==> src/eil_pkg.sv <==
// package: constants and carrier types for the external interrupt latch
package eil_pkg;
    localparam int EIL_DW = 32;
    localparam int EIL_AW = 8;
    // register byte offsets
    localparam logic [7:0] EIL_OFF_SCR = 8'h00;
    localparam logic [7:0] EIL_OFF_BRK = 8'h04;
    localparam logic [7:0] EIL_OFF_EVT = 8'h08;
    localparam logic [7:0] EIL_OFF_EMSK = 8'h0C;
    // ext_int_status_control field positions
    localparam int EIL_SCR_MODE = 0;
    localparam int EIL_SCR_MASK = 1;
    localparam int EIL_SCR_ACK = 2;
    localparam int EIL_SCR_PEND = 3;
    // break control field position
    localparam int EIL_BRK_BCE = 0;
    // event status bit positions
    localparam int EIL_EVT_EDGE = 0;
    localparam int EIL_EVT_VEC = 1;
    localparam int EIL_EVT_NUM = 2;
    // values after reset
    localparam logic EIL_RST_MODE = 1'b0;
    localparam logic EIL_RST_MASK = 1'b0;
    localparam logic EIL_RST_BCE = 1'b0;
    localparam logic EIL_RST_LATCH = 1'b0;
    localparam logic EIL_RST_PIN = 1'b1;
    localparam logic [EIL_EVT_NUM-1:0] EIL_RST_EVT = 2'h0;

    typedef struct packed {
        logic pend;
        logic ack;
        logic mask;
        logic mode;
    } eil_scr_t;

    typedef struct packed {
        logic pin_low;
        logic fall;
    } eil_pin_t;
endpackage : eil_pkg

==> src/eil_pin_sync.sv <==
// pin synchroniser and falling-edge detector
`timescale 1ns/100ps
`default_nettype none
module eil_pin_sync
    import eil_pkg::*;
(
    input wire logic clk_i,
    input wire logic rst_i,
    input wire logic pin_n_i,
    output eil_pin_t pin_o
);
    logic meta_q;
    logic sync_q;
    logic prev_q;
    logic [2:0] fill_q;

    // no edge until both compared samples really came from the pin, so a pin
    // held low through reset does not raise a false edge afterwards
    always_ff @(posedge clk_i) begin
        if (rst_i) begin
            fill_q <= 3'h0;
        end else begin
            fill_q <= {fill_q[1:0], 1'b1};
        end
    end

    // first stage feeds only the second
    always_ff @(posedge clk_i) begin
        if (rst_i) begin
            meta_q <= EIL_RST_PIN;
            sync_q <= EIL_RST_PIN;
            prev_q <= EIL_RST_PIN;
        end else begin
            meta_q <= pin_n_i;
            sync_q <= meta_q;
            prev_q <= sync_q;
        end
    end

    assign pin_o.pin_low = ~sync_q;
    assign pin_o.fall = fill_q[2] & prev_q & ~sync_q;
endmodule : eil_pin_sync
`default_nettype wire

==> src/eil_ext_int.sv <==
// external interrupt latch with wishbone registers
//
// Contract
// - pin falling edge sets request latch
// - vector fetch acknowledge clears the latch
// - software ack write of one clears latch
// - any reset clears the latch
// - edge-only after reset, level selectable
// - edge mode: latch holds until clear
// - level mode: needs ack and pin high
// - ack and pin-high any order, low pends
// - reset clears latch and mode bit
// - mask bit blocks requests to cpu
// - forward only unmasked; mask keeps latch
// - pending flag readable regardless of mask
// - ack bit write-only, reads zero
// - reset clears mask bit
// - break blocks sw ack unless enabled
//
// Added by the designer: the register addresses and the Wishbone interface to the registers.
`timescale 1ns/100ps
`default_nettype none
module eil_ext_int
    import eil_pkg::*;
(
    input wire logic clk_i,
    input wire logic rst_i,
    input wire logic irq_pin_n_i,
    input wire logic vec_fetch_i,
    input wire logic break_state_i,
    output logic cpu_req_o,
    output logic irq_o,
    input wire logic wb_cyc_i,
    input wire logic wb_stb_i,
    input wire logic wb_we_i,
    input wire logic [EIL_AW-1:0] wb_adr_i,
    input wire logic [3:0] wb_sel_i,
    input wire logic [EIL_DW-1:0] wb_dat_i,
    output logic [EIL_DW-1:0] wb_dat_o,
    output logic wb_ack_o
);
    eil_pin_t pin;
    logic latch_q;
    logic mode_q;
    logic mask_q;
    logic bce_q;
    logic [EIL_EVT_NUM-1:0] evt_q;
    logic [EIL_EVT_NUM-1:0] emsk_q;
    logic ack_q;
    logic [EIL_DW-1:0] rdat_q;
    logic req;
    logic wr_go;
    logic wr_lane0;
    logic sw_ack;
    logic sw_ack_eff;
    logic pending;
    logic [EIL_DW-1:0] rdat_d;
    eil_scr_t scr_rd;

    function automatic logic hit(input logic [EIL_AW-1:0] adr, input logic [7:0] off);
        hit = (adr == off);
    endfunction : hit

    eil_pin_sync u_sync (
        .clk_i(clk_i),
        .rst_i(rst_i),
        .pin_n_i(irq_pin_n_i),
        .pin_o(pin)
    );

    // bus handshake: answer one cycle after the request, write lands on the ack edge
    assign req = wb_cyc_i & wb_stb_i;
    assign wr_go = req & wb_we_i & ack_q;
    assign wr_lane0 = wr_go & wb_sel_i[0];
    assign sw_ack = wr_lane0 & hit(wb_adr_i, EIL_OFF_SCR) & wb_dat_i[EIL_SCR_ACK];
    assign sw_ack_eff = sw_ack & (~break_state_i | bce_q);

    always_ff @(posedge clk_i) begin
        if (rst_i) begin
            ack_q <= 1'b0;
        end else begin
            ack_q <= req & ~ack_q;
        end
    end
    assign wb_ack_o = ack_q;

    // request latch: a new edge wins over any clear in the same cycle
    always_ff @(posedge clk_i) begin
        if (rst_i) begin
            latch_q <= EIL_RST_LATCH;
        end else if (pin.fall) begin
            latch_q <= 1'b1;
        end else if (vec_fetch_i | sw_ack_eff) begin
            latch_q <= 1'b0;
        end
    end

    // level mode keeps the request up while the pin stays low
    assign pending = latch_q | (mode_q & pin.pin_low);
    assign cpu_req_o = pending & ~mask_q;

    // control bits
    always_ff @(posedge clk_i) begin
        if (rst_i) begin
            mode_q <= EIL_RST_MODE;
            mask_q <= EIL_RST_MASK;
        end else if (wr_lane0 & hit(wb_adr_i, EIL_OFF_SCR)) begin
            mode_q <= wb_dat_i[EIL_SCR_MODE];
            mask_q <= wb_dat_i[EIL_SCR_MASK];
        end
    end

    always_ff @(posedge clk_i) begin
        if (rst_i) begin
            bce_q <= EIL_RST_BCE;
        end else if (wr_lane0 & hit(wb_adr_i, EIL_OFF_BRK)) begin
            bce_q <= wb_dat_i[EIL_BRK_BCE];
        end
    end

    // sticky events, write one to clear, set wins
    always_ff @(posedge clk_i) begin
        if (rst_i) begin
            evt_q <= EIL_RST_EVT;
        end else begin
            evt_q <= (evt_q & ~((wr_lane0 & hit(wb_adr_i, EIL_OFF_EVT)) ? wb_dat_i[EIL_EVT_NUM-1:0]
                                                                         : EIL_RST_EVT))
                     | {vec_fetch_i, pin.fall};
        end
    end

    always_ff @(posedge clk_i) begin
        if (rst_i) begin
            emsk_q <= EIL_RST_EVT;
        end else if (wr_lane0 & hit(wb_adr_i, EIL_OFF_EMSK)) begin
            emsk_q <= wb_dat_i[EIL_EVT_NUM-1:0];
        end
    end

    assign irq_o = |(evt_q & emsk_q);

    // read mux; ack field always reads zero
    always_comb begin
        scr_rd.pend = pending;
        scr_rd.ack = 1'b0;
        scr_rd.mask = mask_q;
        scr_rd.mode = mode_q;
        rdat_d = '0;
        unique case (1'b1)
            hit(wb_adr_i, EIL_OFF_SCR): rdat_d[3:0] = scr_rd;
            hit(wb_adr_i, EIL_OFF_BRK): rdat_d[EIL_BRK_BCE] = bce_q;
            hit(wb_adr_i, EIL_OFF_EVT): rdat_d[EIL_EVT_NUM-1:0] = evt_q;
            hit(wb_adr_i, EIL_OFF_EMSK): rdat_d[EIL_EVT_NUM-1:0] = emsk_q;
            default: rdat_d = '0;
        endcase
    end

    always_ff @(posedge clk_i) begin
        if (rst_i) begin
            rdat_q <= '0;
        end else if (req & ~ack_q & ~wb_we_i) begin
            rdat_q <= rdat_d;
        end
    end
    assign wb_dat_o = rdat_q;
endmodule : eil_ext_int
`default_nettype wire

==> config.mk <==
export PLATFORM = sky130hd
export DESIGN_NAME = eil_ext_int
export DESIGN_NICKNAME = d
export VERILOG_FILES = /design/src/eil_pkg.sv /design/src/eil_pin_sync.sv /design/src/eil_ext_int.sv
export SDC_FILE = /design/constraint.sdc
export NUM_CORES = 1
export LEC_CHECK = 0
export ABC_CLOCK_PERIOD_IN_PS = 4850
export BUFFER_PORTS_ARGS = -buffer_cell sky130_fd_sc_hd__clkbuf_2
export CAP_MARGIN = 30
export CORE_MARGIN = 5
export CORE_UTILIZATION = 40
export CTS_CLUSTER_DIAMETER = 50
export DETAILED_ROUTE_END_ITERATION = 10
export PLACE_DENSITY = 0.94
export RECOVER_POWER = 50
export SETUP_SLACK_MARGIN = 0.15
export SLEW_MARGIN = 20
export SYNTH_ARGS = -nofsm -noshare
export SYNTH_HDL_FRONTEND = slang
export SYNTH_SLANG_ARGS = --single-unit
==> constraint.sdc <==
create_clock -name clk_i -period 4.85 [get_ports clk_i]
set_clock_uncertainty 0.05 [all_clocks]
set_input_delay 0.485 -clock clk_i [delete_from_list [all_inputs] [get_ports clk_i]]
set_output_delay 0.485 -clock clk_i [all_outputs]
set_load 0.02 [all_outputs]
==> reports/metrics.cfg <==
[run_status]
status=finished clean

[timing]
rsz0062_at_grt=no
setup_viol=0
max_freq_mhz=583
drv_slew=0
min_period_ps=1710
setup_tns_ps=0
finalCritPeriodShare_pct=35.3
relSlewSlack_pct=64.4
worst_pin_slew_ps=530
finalHoldViolCount=0
whs_ps=328

[synth]
netlist_area_mm2=0.00102
yosys_warnings=0
syn_inst=114
synth.avg_cell_area_um2=8.93
yosysUniqueCellTypes=29
synth-seq-cells=18
ys_seq_area_share_pct=35.4

[worst_hold_path]
hold_path_class=in -> reg
min_path_cells=2

[detailed_routing]
routed_via_density=4.71
postRouteAntennaNets=0
drc=0
routedWlPerCell_um=12.0
first_iter_violations=31
drt-total-wl_um=2040
detailroute.via_count=796
drt_pass1_iterations=4

[clock_network]
ctsHoldBuffers=0
clkTransAtPathRegs_ps=100
cts_buffers=3
htreeDepth=1
cts_buffer_depth=2
post_cts_resized=0
cts.sinks=18
clk-insertion-delay-late_ps=290
postCtsSetupRepairBufs=0
root_buffer=clkbuf_4
cts_tree=yes

[cells_and_area]
final_area_mm2=0.00109
nets=192
layout-drive-gt1-share_pct=23.0
area_growth_pct=6.76
diodes=0
finalNonFillerCells=169

[critical_path]
worst-setup-path-type=in -> reg
arrival_ps=1850
critPathMaxFanout=5
worstSetupEndpointType=flip-flop
reg2reg_depth=3
worst_setup_path_start_kind=input port
worstPathRequired_ps=4980

[placed_design]
port-buffer-count=25
dp_hpwl_um=1690
place_inst=165
placed_cell_area_mm2=0.00106
gp_congestion=0.817

[global_route]
grt_max_degree=15
grt_pass1_wl_um=3190
track_usage_pct=11.9
first_global_vias=727
grt-ovfl-total=0
antenna_found_initial=0

[die]
initial_core_util_pct=41.5
die_w_um=60.5
die_h_um=60.5
die_area_mm2=0.00366
pin_count=87
core_mm2=0.00245
rows=18

[pwr]
p_leak_nw=0.487
power_w=0.000286
powerDensity_mw_per_mm2=263
ir_worst_vdd_v=0.000109

[job]
cap_violations=0

worst max-delay path, cell delays in order:
cell      delay (ps)
clkbuf_2          90
or4_4            570
or4_4            570
mux2i_1          140
Yosys cell counts, drive strengths merged:
library cell   n  share of area [%]
or2            4                2.5
a32o           2                2.0
nand3          3                1.5
conb           1               0.37
nor3           1               0.49
nand4bb        1                1.1
o21ai          4                2.0
nand4          1               0.61
and3b          1               0.86
a21oi          3                1.5
or4            2                2.2
nand2         10                3.7
nor4b          1               0.86
a22o           1               0.86
nand3b         1               0.74
nor2b          5                3.1
buf           29                 21
mux2i          6                5.9
nor2           6                2.2
inv            1               0.37
o2111ai        1               0.86
nand4b         1               0.86
nor4           5                3.7
o31ai          1               0.74
mux4           1                2.2
or4bb          1                1.1
clkbuf         3                1.1
dfxtp         18                 35
cells by family after synthesis:
kind of cell,Yosys count,share of synthesized area (%)
compound gates,12,7.86
buf+inv,33,22.8
other cells,1,0.368
simple gates,43,25.4
mux,7,8.11
flops,18,35.4
sequential cells by signal, indices dropped and copies added, names as in the netlist:
register	count
mode_q	1
u_sync.prev_q	1
evt_q	2
emsk_q	2
latch_q	1
u_sync.sync_q	1
wb_ack_o	1
mask_q	1
wb_dat_o	3
bce_q	1
u_sync.meta_q	1
u_sync.fill_q	3
per-layer routing:
metal / GRT usage [%] / up-vias / part of all wire, %
li1: - / 389 / -
met1: 14.4 / 367 / 40
met2: 18.8 / 36 / 46
met3: 3.19 / 4 / 12
met4: 7.43 / 0 / 2.2
met5: 0 / - / 0
through the flow:
step / setup slack (ps) / util, %
global route: 3030 / 44.3
floorplan: 2990 / -
CTS: 3140 / 44.5
finish: 3140 / 44.3
detailed placement: 2840 / 43.1
global placement: 2850 / 43.1
final timing paths:
path	start	endpoint	slack, ps
worst max-delay path	wb_adr_i[5]	emsk_q[0]	3140
worst min-delay path	irq_pin_n_i	u_sync.meta_q	330
worst max register to register	wb_ack_o	emsk_q[0]	3450
worst min register to register	u_sync.meta_q	u_sync.sync_q	370
area by class of cell:
type	instances	area [um^2]
inverter	1	3.75
multi-input combinational	91	531
timing repair buffer	25	119
sequential	18	360
tap	30	37.5
clock buffer	4	36.3
fill	269	1370
layout by cell type, fill, tap and decap left out, types with 3 or more instances in the layout:
cell type	count
conb_1	29
clkbuf_2	20
dfxtp_1	18
nand2_1	10
nor2_1	6
mux2i_1	6
nor2b_1	5
clkbuf_1	5
or2_2	4
nor4_1	4
o21ai_0	4
nand3_1	3
a21oi_1	3
clkbuf_4	3
power by group:
group | internal [W] | total, W | leakage [nW] | switching (W)
sequential | 0.000151 | 0.000152 | 0.147 | 0.00000128
combinational | 0.0000111 | 0.0000452 | 0.319 | 0.0000341
clock | 0.0000457 | 0.0000883 | 0.0210 | 0.0000426
Note: power is estimated with default switching activity, not from simulation.
